### src/core/acc_regs.svh
// Purpose: named constants for the three-wire accelerometer controller
// Assumes: 125 MHz system clock, APB register access
// Notes: offsets are byte addresses on a 32-bit APB bus
// Contract
// - write one to the serial-mode bit of format register 0x31 before sampling
// - format bits: selftest D7, serial mode D6, polarity, zero, resolution, justify, range
// - configure 10-bit samples, right-justified, plus or minus 2 g range
// - program a 400 Hz output data rate during initialisation
// - poll source register 0x30; read axes only when sample-ready is set
// - fetch all axes in one six-byte burst from 0x32 to 0x37
// - axis value is two's complement, low byte first then high byte
// - clock idles high; data changes on falling, sampled on rising edge
// - serial timing derives from a 10 MHz base rate
`ifndef ACC_REGS_SVH
`define ACC_REGS_SVH
// timing
`define ACC_CLK_MHZ 125
`define ACC_BASE_NS 100
`define ACC_HALF_CYC (`ACC_CLK_MHZ * `ACC_BASE_NS / 1000)
// apb register offsets
`define ACC_OFF_CTRL 8'h00
`define ACC_OFF_STATE 8'h04
`define ACC_OFF_ISTAT 8'h08
`define ACC_OFF_ICLR 8'h0c
`define ACC_OFF_IEN 8'h10
`define ACC_OFF_AXX 8'h20
`define ACC_OFF_AXY 8'h24
`define ACC_OFF_AXZ 8'h28
// sensor register addresses and values
`define ACC_REG_INTSRC 6'h30
`define ACC_REG_FORMAT 6'h31
`define ACC_REG_DATA0 6'h32
`define ACC_FMT_VALUE 8'h40
`define ACC_SELFTEST_POS 7
`define ACC_SERIAL_POS 6
`define ACC_FULLRES_POS 3
`define ACC_JUSTIFY_POS 2
`define ACC_READY_POS 7
// command byte and transfer lengths
`define ACC_CMD_RD 2'h2
`define ACC_CMD_RDMB 2'h3
`define ACC_CMD_WR 2'h0
`define ACC_CMD_BITS 6'h08
`define ACC_XFER_SHORT 6'h10
`define ACC_XFER_BURST 6'h38
`define ACC_IRQ_W 2
`endif

### src/core/acc_pkg.sv
// Purpose: types shared by the accelerometer controller files
// Assumes: nothing
// Notes: one-hot state codes
package acc_pkg;
  typedef enum logic [2:0] {
    ST_IDLE = 3'h1,
    ST_SHIFT = 3'h2,
    ST_GAP = 3'h4
  } acc_state_type;
  typedef enum logic [4:0] {
    SQ_FMT = 5'h01,
    SQ_RATE = 5'h02,
    SQ_PWR = 5'h04,
    SQ_POLL = 5'h08,
    SQ_READ = 5'h10
  } acc_step_type;
endpackage

### src/core/acc_mem_if.sv
// Purpose: carrier between controller and sample store
// Assumes: single clock
// Notes: read data lags read address by one clock
`timescale 1ns/100ps
interface acc_mem_if #(parameter int DW = 16, parameter int AW = 2);
  logic wr_en;
  logic [AW-1:0] wr_addr;
  logic [DW-1:0] wr_data;
  logic [AW-1:0] rd_addr;
  logic [DW-1:0] rd_data;
  modport ctrl (output wr_en, output wr_addr, output wr_data, output rd_addr, input rd_data);
  modport store (input wr_en, input wr_addr, input wr_data, input rd_addr, output rd_data);
endinterface

### src/core/acc_sample_mem.sv
// Purpose: holds the latest axis words
// Assumes: one write and one read port
// Notes: read data registered
`timescale 1ns/100ps
module acc_sample_mem #(
  parameter int DW = 16,
  parameter int AW = 2
) (
  // clock and reset
  input wire logic clk_i,
  input wire logic reset_n_i,
  // access ports
  acc_mem_if.store mem
);
  logic [DW-1:0] word_q [2**AW];

  // storage write
  always_ff @(posedge clk_i or negedge reset_n_i) begin
    if (!reset_n_i) begin
      for (int i = 0; i < 2**AW; i++) begin
        word_q[i] <= '0;
      end
    end else if (mem.wr_en) begin
      word_q[mem.wr_addr] <= mem.wr_data;
    end
  end

  // registered read
  always_ff @(posedge clk_i or negedge reset_n_i) begin
    if (!reset_n_i) begin
      mem.rd_data <= '0;
    end else begin
      mem.rd_data <= word_q[mem.rd_addr];
    end
  end
endmodule

### src/core/acc_spi3_ctrl.sv
// Purpose: three-wire accelerometer controller with apb registers
// Assumes: 125 MHz clock, sensor answers in three-wire mode after setup
// Notes: serial clock made by divider, returned data synchronised
//
// Chosen here: the placing of the registers and the APB slave port.
`timescale 1ns/100ps
`include "acc_regs.svh"
module acc_spi3_ctrl #(
  parameter logic [5:0] RATE_ADDR = 6'h2c,
  parameter logic [7:0] RATE_CODE = 8'h0c,
  parameter logic [5:0] PWR_ADDR = 6'h2d,
  parameter logic [7:0] PWR_CODE = 8'h08
) (
  // clock and reset
  input wire logic CLK_I,
  input wire logic RESET_N_I,
  // apb slave
  input wire logic PSEL_I,
  input wire logic PENABLE_I,
  input wire logic PWRITE_I,
  input wire logic [7:0] PADDR_I,
  input wire logic [31:0] PWDATA_I,
  output logic [31:0] PRDATA_O,
  output logic PREADY_O,
  output logic PSLVERR_O,
  // interrupt
  output logic IRQ_O,
  // serial link
  output logic CS_N_O,
  output logic SCLK_O,
  input wire logic SDIO_I,
  output logic SDIO_O,
  output logic SDIO_OE_O
);

  localparam logic [7:0] HALF_M1 = 8'(`ACC_HALF_CYC - 1);

  acc_pkg::acc_state_type state_q;
  acc_pkg::acc_step_type step_q;
  logic [7:0] hc_q;
  logic tick, cs_n_q, sclk_q, sdo_q, oe_q, rd_q;
  logic [15:0] tx_q, rx_q;
  logic [5:0] cnt_q, total_q, nxt_cnt;
  logic sdio_s1_q, sdio_s2_q;
  logic [15:0] next_tx;
  logic [5:0] next_total;
  logic next_rd;
  logic gap_end;
  logic run_q;
  logic [`ACC_IRQ_W-1:0] ev;
  logic [`ACC_IRQ_W-1:0] istat_q;
  logic [`ACC_IRQ_W-1:0] istat_d;
  logic [`ACC_IRQ_W-1:0] ien_q;
  logic [`ACC_IRQ_W-1:0] iclr;
  logic irq_q;
  logic pready_q;
  logic pslverr_q;
  logic [31:0] prdata_q;
  logic [31:0] rd_val;
  logic wr_fire;
  logic mem_wr_q;
  logic [1:0] mem_wa_q;
  logic [15:0] mem_wd_q;

  acc_mem_if #(.DW(16), .AW(2)) mem ();

  acc_sample_mem #(.DW(16), .AW(2)) u_store (
    .clk_i(CLK_I),
    .reset_n_i(RESET_N_I),
    .mem(mem.store)
  );

  // mapped offsets of the register file
  function automatic logic acc_mapped(input logic [7:0] a);
    return a == `ACC_OFF_CTRL || a == `ACC_OFF_STATE || a == `ACC_OFF_ISTAT ||
      a == `ACC_OFF_ICLR || a == `ACC_OFF_IEN || a == `ACC_OFF_AXX ||
      a == `ACC_OFF_AXY || a == `ACC_OFF_AXZ;
  endfunction

  // two-flop synchroniser on the returned data line
  always_ff @(posedge CLK_I or negedge RESET_N_I) begin
    if (!RESET_N_I) begin
      sdio_s1_q <= 1'b0;
      sdio_s2_q <= 1'b0;
    end else begin
      sdio_s1_q <= SDIO_I;
      sdio_s2_q <= sdio_s1_q;
    end
  end

  // half-period divider from the base rate
  always_ff @(posedge CLK_I or negedge RESET_N_I) begin
    if (!RESET_N_I) begin
      hc_q <= 8'h00;
    end else if (state_q == acc_pkg::ST_IDLE || tick) begin
      hc_q <= 8'h00;
    end else begin
      hc_q <= hc_q + 8'h01;
    end
  end

  assign tick = hc_q == HALF_M1;
  assign nxt_cnt = cnt_q + 6'h01;
  assign gap_end = state_q == acc_pkg::ST_GAP && tick && cs_n_q;

  // command and length for the current sequence step
  always_comb begin
    next_tx = 16'h0000;
    next_total = `ACC_XFER_SHORT;
    next_rd = 1'b0;
    unique case (step_q)
      acc_pkg::SQ_FMT: begin
        next_tx = {`ACC_CMD_WR, `ACC_REG_FORMAT, `ACC_FMT_VALUE};
      end
      acc_pkg::SQ_RATE: begin
        next_tx = {`ACC_CMD_WR, RATE_ADDR, RATE_CODE};
      end
      acc_pkg::SQ_PWR: begin
        next_tx = {`ACC_CMD_WR, PWR_ADDR, PWR_CODE};
      end
      acc_pkg::SQ_POLL: begin
        next_tx = {`ACC_CMD_RD, `ACC_REG_INTSRC, 8'h00};
        next_rd = 1'b1;
      end
      acc_pkg::SQ_READ: begin
        next_tx = {`ACC_CMD_RDMB, `ACC_REG_DATA0, 8'h00};
        next_total = `ACC_XFER_BURST;
        next_rd = 1'b1;
      end
    endcase
  end

  // bit engine: clock, select, data out and enable
  always_ff @(posedge CLK_I or negedge RESET_N_I) begin
    if (!RESET_N_I) begin
      state_q <= acc_pkg::ST_IDLE;
      cs_n_q <= 1'b1;
      sclk_q <= 1'b1;
      sdo_q <= 1'b0;
      oe_q <= 1'b0;
      rd_q <= 1'b0;
      tx_q <= 16'h0000;
      cnt_q <= 6'h00;
      total_q <= 6'h00;
    end else begin
      unique case (state_q)
        acc_pkg::ST_IDLE: begin
          if (run_q) begin
            state_q <= acc_pkg::ST_SHIFT;
            cs_n_q <= 1'b0;
            tx_q <= next_tx;
            total_q <= next_total;
            rd_q <= next_rd;
            cnt_q <= 6'h00;
          end
        end
        acc_pkg::ST_SHIFT: begin
          if (tick && sclk_q) begin
            // falling edge: present the next bit
            sclk_q <= 1'b0;
            sdo_q <= tx_q[15];
            tx_q <= {tx_q[14:0], 1'b0};
            oe_q <= !rd_q || cnt_q < `ACC_CMD_BITS;
          end else if (tick) begin
            // rising edge: the sensor samples, we capture
            sclk_q <= 1'b1;
            cnt_q <= nxt_cnt;
            if (nxt_cnt == total_q) begin
              state_q <= acc_pkg::ST_GAP;
            end
          end
        end
        acc_pkg::ST_GAP: begin
          if (tick && !cs_n_q) begin
            // last bit held a half period before deselect
            cs_n_q <= 1'b1;
            oe_q <= 1'b0;
          end else if (tick) begin
            state_q <= acc_pkg::ST_IDLE;
          end
        end
      endcase
    end
  end

  // capture returned bits on the rising edge
  always_ff @(posedge CLK_I or negedge RESET_N_I) begin
    if (!RESET_N_I) begin
      rx_q <= 16'h0000;
    end else if (state_q == acc_pkg::ST_SHIFT && tick && !sclk_q && rd_q &&
                 cnt_q >= `ACC_CMD_BITS) begin
      rx_q <= {rx_q[14:0], sdio_s2_q};
    end
  end

  // axis word assembly, low byte first
  always_ff @(posedge CLK_I or negedge RESET_N_I) begin
    if (!RESET_N_I) begin
      mem_wr_q <= 1'b0;
      mem_wa_q <= 2'h0;
      mem_wd_q <= 16'h0000;
    end else begin
      mem_wr_q <= 1'b0;
      if (state_q == acc_pkg::ST_SHIFT && tick && !sclk_q &&
          step_q == acc_pkg::SQ_READ && nxt_cnt[3:0] == 4'h8 &&
          nxt_cnt > `ACC_CMD_BITS) begin
        mem_wr_q <= 1'b1;
        mem_wa_q <= nxt_cnt[5:4] - 2'h1;
        mem_wd_q <= {rx_q[6:0], sdio_s2_q, rx_q[14:7]};
      end
    end
  end

  assign mem.wr_en = mem_wr_q;
  assign mem.wr_addr = mem_wa_q;
  assign mem.wr_data = mem_wd_q;
  assign mem.rd_addr = PADDR_I[3:2];

  // sequencer: setup writes, then poll and burst read
  always_ff @(posedge CLK_I or negedge RESET_N_I) begin
    if (!RESET_N_I) begin
      step_q <= acc_pkg::SQ_FMT;
    end else if (!run_q && state_q == acc_pkg::ST_IDLE) begin
      step_q <= acc_pkg::SQ_FMT;
    end else if (gap_end) begin
      unique case (step_q)
        acc_pkg::SQ_FMT: step_q <= acc_pkg::SQ_RATE;
        acc_pkg::SQ_RATE: step_q <= acc_pkg::SQ_PWR;
        acc_pkg::SQ_PWR: step_q <= acc_pkg::SQ_POLL;
        acc_pkg::SQ_POLL: begin
          if (rx_q[`ACC_READY_POS]) begin
            step_q <= acc_pkg::SQ_READ;
          end
        end
        acc_pkg::SQ_READ: step_q <= acc_pkg::SQ_POLL;
      endcase
    end
  end

  // events: bit0 sample stored, bit1 setup done
  assign ev = {gap_end && step_q == acc_pkg::SQ_PWR, gap_end && step_q == acc_pkg::SQ_READ};

  // apb access: one wait cycle, then ready
  assign wr_fire = PSEL_I && PENABLE_I && pready_q && PWRITE_I && acc_mapped(PADDR_I);
  assign iclr = (wr_fire && PADDR_I == `ACC_OFF_ICLR) ? PWDATA_I[`ACC_IRQ_W-1:0] : '0;

  // read data selection
  always_comb begin
    rd_val = 32'h0000_0000;
    unique case (PADDR_I)
      `ACC_OFF_CTRL: rd_val = {31'h0000_0000, run_q};
      `ACC_OFF_STATE: rd_val = {27'h000_0000, step_q};
      `ACC_OFF_ISTAT: rd_val = {30'h0000_0000, istat_q};
      `ACC_OFF_IEN: rd_val = {30'h0000_0000, ien_q};
      `ACC_OFF_AXX, `ACC_OFF_AXY, `ACC_OFF_AXZ: begin
        rd_val = {{16{mem.rd_data[15]}}, mem.rd_data};
      end
      default: rd_val = 32'h0000_0000;
    endcase
  end

  // apb answer registers
  always_ff @(posedge CLK_I or negedge RESET_N_I) begin
    if (!RESET_N_I) begin
      pready_q <= 1'b0;
      pslverr_q <= 1'b0;
      prdata_q <= 32'h0000_0000;
    end else if (PSEL_I && PENABLE_I && !pready_q) begin
      pready_q <= 1'b1;
      pslverr_q <= !acc_mapped(PADDR_I);
      prdata_q <= PWRITE_I ? 32'h0000_0000 : rd_val;
    end else begin
      pready_q <= 1'b0;
      pslverr_q <= 1'b0;
    end
  end

  // control and enable registers
  always_ff @(posedge CLK_I or negedge RESET_N_I) begin
    if (!RESET_N_I) begin
      run_q <= 1'b0;
      ien_q <= '0;
    end else if (wr_fire && PADDR_I == `ACC_OFF_CTRL) begin
      run_q <= PWDATA_I[0];
    end else if (wr_fire && PADDR_I == `ACC_OFF_IEN) begin
      ien_q <= PWDATA_I[`ACC_IRQ_W-1:0];
    end
  end

  // sticky status, a new event wins over a clear
  assign istat_d = (istat_q & ~iclr) | ev;

  always_ff @(posedge CLK_I or negedge RESET_N_I) begin
    if (!RESET_N_I) begin
      istat_q <= '0;
      irq_q <= 1'b0;
    end else begin
      istat_q <= istat_d;
      irq_q <= |(istat_d & ien_q);
    end
  end

  // outputs from flops
  assign PRDATA_O = prdata_q;
  assign PREADY_O = pready_q;
  assign PSLVERR_O = pslverr_q;
  assign IRQ_O = irq_q;
  assign CS_N_O = cs_n_q;
  assign SCLK_O = sclk_q;
  assign SDIO_O = sdo_q;
  assign SDIO_OE_O = oe_q;

  // setup write carries format address and serial-mode bit
  fmt_write_a: assert property (
    @(posedge CLK_I) disable iff (!RESET_N_I)
    ($fell(cs_n_q) && step_q == acc_pkg::SQ_FMT) |->
      tx_q[13:8] == `ACC_REG_FORMAT && tx_q[`ACC_SERIAL_POS])
    else $error("format write lacks serial-mode bit");
  // format layout, selftest off and 10-bit right-justified 2 g
  fmt_fields_a: assert property (
    @(posedge CLK_I) disable iff (!RESET_N_I)
    ($fell(cs_n_q) && step_q == acc_pkg::SQ_FMT) |->
      !tx_q[`ACC_SELFTEST_POS] && !tx_q[5] && !tx_q[4])
    else $error("format upper bits wrong");
  fmt_range_a: assert property (
    @(posedge CLK_I) disable iff (!RESET_N_I)
    ($fell(cs_n_q) && step_q == acc_pkg::SQ_FMT) |->
      !tx_q[`ACC_FULLRES_POS] && !tx_q[`ACC_JUSTIFY_POS] && tx_q[1:0] == 2'h0)
    else $error("format resolution or range wrong");
  rate_write_a: assert property (
    @(posedge CLK_I) disable iff (!RESET_N_I)
    ($fell(cs_n_q) && step_q == acc_pkg::SQ_RATE) |->
      tx_q == {`ACC_CMD_WR, RATE_ADDR, RATE_CODE})
    else $error("rate write wrong");
  poll_gate_a: assert property (
    @(posedge CLK_I) disable iff (!RESET_N_I)
    ($fell(cs_n_q) && step_q == acc_pkg::SQ_READ) |->
      $past(step_q, 2) == acc_pkg::SQ_POLL && rx_q[`ACC_READY_POS])
    else $error("burst read without ready flag");
  burst_cmd_a: assert property (
    @(posedge CLK_I) disable iff (!RESET_N_I)
    ($fell(cs_n_q) && step_q == acc_pkg::SQ_READ) |->
      tx_q[15:8] == {`ACC_CMD_RDMB, `ACC_REG_DATA0} && total_q == `ACC_XFER_BURST)
    else $error("burst command or length wrong");
  word_order_a: assert property (
    @(posedge CLK_I) disable iff (!RESET_N_I)
    mem_wr_q |-> mem_wd_q == {rx_q[7:0], rx_q[15:8]})
    else $error("axis byte order wrong");
  idle_high_a: assert property (
    @(posedge CLK_I) disable iff (!RESET_N_I)
    ($changed(sdo_q) |-> $fell(sclk_q)) and (cs_n_q |-> sclk_q))
    else $error("clock mode violated");
  half_period_a: assert property (
    @(posedge CLK_I) disable iff (!RESET_N_I)
    $changed(sclk_q) |-> $past(hc_q) == HALF_M1)
    else $error("serial half period wrong");
  bus_release_a: assert property (
    @(posedge CLK_I) disable iff (!RESET_N_I)
    (state_q == acc_pkg::ST_SHIFT && rd_q && cnt_q > `ACC_CMD_BITS) |-> !oe_q)
    else $error("data line driven during read");
  cmd_dir_a: assert property (
    @(posedge CLK_I) disable iff (!RESET_N_I)
    $fell(cs_n_q) |-> tx_q[15] == rd_q && tx_q[14] == (total_q == `ACC_XFER_BURST))
    else $error("command byte direction bits wrong");
  apb_wait_a: assert property (
    @(posedge CLK_I) disable iff (!RESET_N_I)
    (PSEL_I && PENABLE_I && !pready_q) |=> pready_q ##1 !pready_q)
    else $error("apb ready timing wrong");

endmodule

### config.mk
export PLATFORM = sky130hd
export DESIGN_NAME = acc_spi3_ctrl
export DESIGN_NICKNAME = d
export VERILOG_FILES = /design/src/core/acc_pkg.sv /design/src/core/acc_mem_if.sv /design/src/core/acc_sample_mem.sv /design/src/core/acc_spi3_ctrl.sv
export VERILOG_INCLUDE_DIRS = /design/src /design/src/core
export SDC_FILE = /design/constraint.sdc
export NUM_CORES = 1
export LEC_CHECK = 0
export BUFFER_PORTS_ARGS = -buffer_cell sky130_fd_sc_hd__buf_2
export CAP_MARGIN = 15
export CORE_MARGIN = 4
export CORE_UTILIZATION = 50
export CTS_CLUSTER_SIZE = 16
export DETAILED_ROUTE_END_ITERATION = 6
export GPL_ROUTABILITY_DRIVEN = 0
export PLACE_DENSITY_LB_ADDON = 0.25
export SETUP_SLACK_MARGIN = 0.1
export SYNTH_ARGS = -nofsm -noshare
export SYNTH_HDL_FRONTEND = slang
export SYNTH_SLANG_ARGS = --single-unit
### constraint.sdc
create_clock -name CLK_I -period 2.77 [get_ports CLK_I]
set_input_delay 0.831 -clock CLK_I [delete_from_list [all_inputs] [get_ports CLK_I]]
set_output_delay 0.831 -clock CLK_I [all_outputs]
set_load 0.01 [all_outputs]
==> flow_summary.ini <==
[finish]
nets = 716
fillers = 1243
final_cell_mix = 179 x dfrtp_1, 92 x mux2_2, 53 x buf_2
drive_above_1_share_pct = 35.5
syn_to_final_growth_pct = 13.1
final_util_pct = 58.7
final_common_cell = dfrtp_1
stdcell_count = 890
multi_input_area_sq_um = 3110
seqCellArea_sq_um = 4580
antenna_cells = 0
final_area_sq_um = 9050

[worst_setup_path]
critical_path.max_fanout = 7
crit_path_end_kind = flop
worstSetupPathType = flop to flop
crit_path_start_kind = flop
critical_path_arrival_ns = 2.85
reg2reg_slack_ns = 0.20
cp.required_ns = 3.05

[synth]
yosys.area.top_type = dfrtp_1
postSynthAreaPerCell_sq_um = 12.9
syn_area_sq_um = 8010
synth_edf_count = 0
async_reset_ff_share_pct = 100
yosysSeqAreaShare_pct = 57.3
syn_inst = 620
synth.distinct_cells = 53
synth_fp_nets = 670
yosys_most_used_dff = dfrtp_1
ys_warn_count = 0
synthTopCellsByArea = dfrtp_1 56%, mux2_2 13%, mux4_2 4.5%
ys_ff_latch = 183
synth_top_area_share_pct = 56.0

[global_routing]
overflow = 0
grt_antenna_before_repair = 0
grt_max_degree = 71
grt_pass1_wl_microns = 25600
first_global_vias = 5114
grt.total_usage_pct = 17.7

[timing]
finalCriticalPeriod_ns = 2.57
final_max_slew_viol_count = 0
setup_violations = 0
clock_skew_ns = 0.00631
finalCritPeriodShare_pct = 92.8
finalHoldViolCount = 0
slew_headroom_pct = 60.1
setup_tns_ns = 0
grt_setup_unrepaired = false
holdWs_ns = 0.332
worst_pin_slew_ns = 0.596
max_freq_ghz = 0.389
post-route-worst-setup-slack_ns = 0.200

[clock_tree]
cts_max_level = 4
cts_tree = built
clk_latency_ns = 0.42
cts_setup_buffers = 0
cts_buffers = 17
clockBufferDepth = 2
clk_pin_slew_ns = 0.07
clockRootBuffer = clkbuf_16
cts-hold-fix-buffers = 0
cts_sinks = 183

[floorplanning]
die_y_microns = 135
fp.coreArea_sq_um = 15400
rows = 45
dieWidth_microns = 135
io_pins = 85
start_util_pct = 51.9
die-area_sq_um = 18100

[detailed_routing]
drtIter0Drc = 354
drc = 0
viasPerCell = 5.55
avgRoutedWirePerCell_microns = 17.0
wl_microns = 15100
ant_nets = 0
num_vias = 4940
drtPass1Iterations = 4

[outcome]
outcome = completed

[power_and_ir_drop]
peakVddDrop_uv = 414
power.total_mw = 5.07
p_leak_nw = 4.47
power.density_nw_per_um2 = 560

[placed_design]
hpwlAfterDp_microns = 10200
dpl_cell_area_sq_um = 8480
dp.cells = 858
portBuffers = 54
dp_slack_ns = 0.165

[min_path]
min-delay-path-class = input port to async pin

[job]
cap_violations = 0
## state kept, by name, summed over array words and instances (netlist names), 2 cells and up
signal               flops
PRDATA_O                16
cnt_q                    6
hc_q                     8
ien_q                    2
istat_q                  2
mem.wr_addr              2
mem.wr_data             16
rx_q                    15
state_q                  3
step_q                   5
total_q                  2
tx_q                    14
u_store.mem.rd_data     16
u_store.word_q          64
## report_power, final
group / switching (mW) / internal [mW] / leakage, nW
logic: 0.0881 / 0.0371 / 1.69
registers: 0.00204 / 2.68 / 2.51
clock network: 1.03 / 1.23 / 0.275
total: 1.12 / 3.95 / 4.47
## layer usage
metal | global-route usage [%] | vias to the layer above | wire length (microns)
met1 | 24.7 | 2507 | 6880
met5 | 0 | - | 0
met4 | 5.37 | 0 | 165
met2 | 28.6 | 124 | 7220
li1 | - | 2298 | -
met3 | 3.02 | 11 | 847
## area by class of cell
| cell class | instances | area share (%) |
|---|---|---|
| flip-flops and latches | 183 | 50.6 |
| multi-input cells | 375 | 34.4 |
| repair buffers | 77 | 5.38 |
| clock buffers | 20 | 5.15 |
| well taps | 211 | 2.92 |
| clock inverters | 12 | 1.04 |
| inverters | 12 | 0.498 |
## synthesized netlist by cell type, types with 7 or more instances
cell type	n
dfrtp_1	179
mux2_2	92
nor2_1	41
nand2_1	40
clkbuf_1	25
o21ai_0	22
a21oi_1	20
a22o_1	19
buf_4	18
mux4_2	16
nand3_1	16
inv_1	12
xor2_1	11
mux2_4	9
nand3b_1	7
nor3_1	7
## cell families (layout without fill, tap and decap cells)
kind of cell | count (synthesis) | after routing | synth area share, %
XOR/XNOR | 15 | 15 | 1.64
buffers and inverters | 62 | 121 | 4.06
AO/OA/AOI/OAI | 87 | 87 | 7.22
AND/OR/NAND/NOR | 149 | 149 | 9.68
multiplexers | 120 | 120 | 19.5
flip-flops | 183 | 183 | 57.3
adder cells (fa/ha/maj) | 4 | 4 | 0.625
## path summary, 6_finish.rpt
path                       startpoint         end  cells past startpoint
min                         RESET_N_I     rx_q[5]                      1
max in group asynchronous   RESET_N_I  state_q[0]                      2
max reg2reg                   hc_q[5]   step_q[1]                      5
min in group CLK_I          sdio_s1_q   sdio_s2_q                      0
min reg2reg                 sdio_s1_q   sdio_s2_q                      0
max                           hc_q[5]   step_q[1]                      5
## what timing repair did
action                                 in CTS  in global routing
endpoints found under the hold margin       0                  0
resized for setup                           0                  2
setup endpoints to repair                   0                  8
## worst max-delay path, cell delays in order (launching register included)
cell      delay (ns)
dfrtp_1         0.42
or4_4           0.58
or4b_2          0.77
o21bai_1        0.32
nor3_1          0.26
a211oi_1        0.08
(Power assumes the default switching activity.)
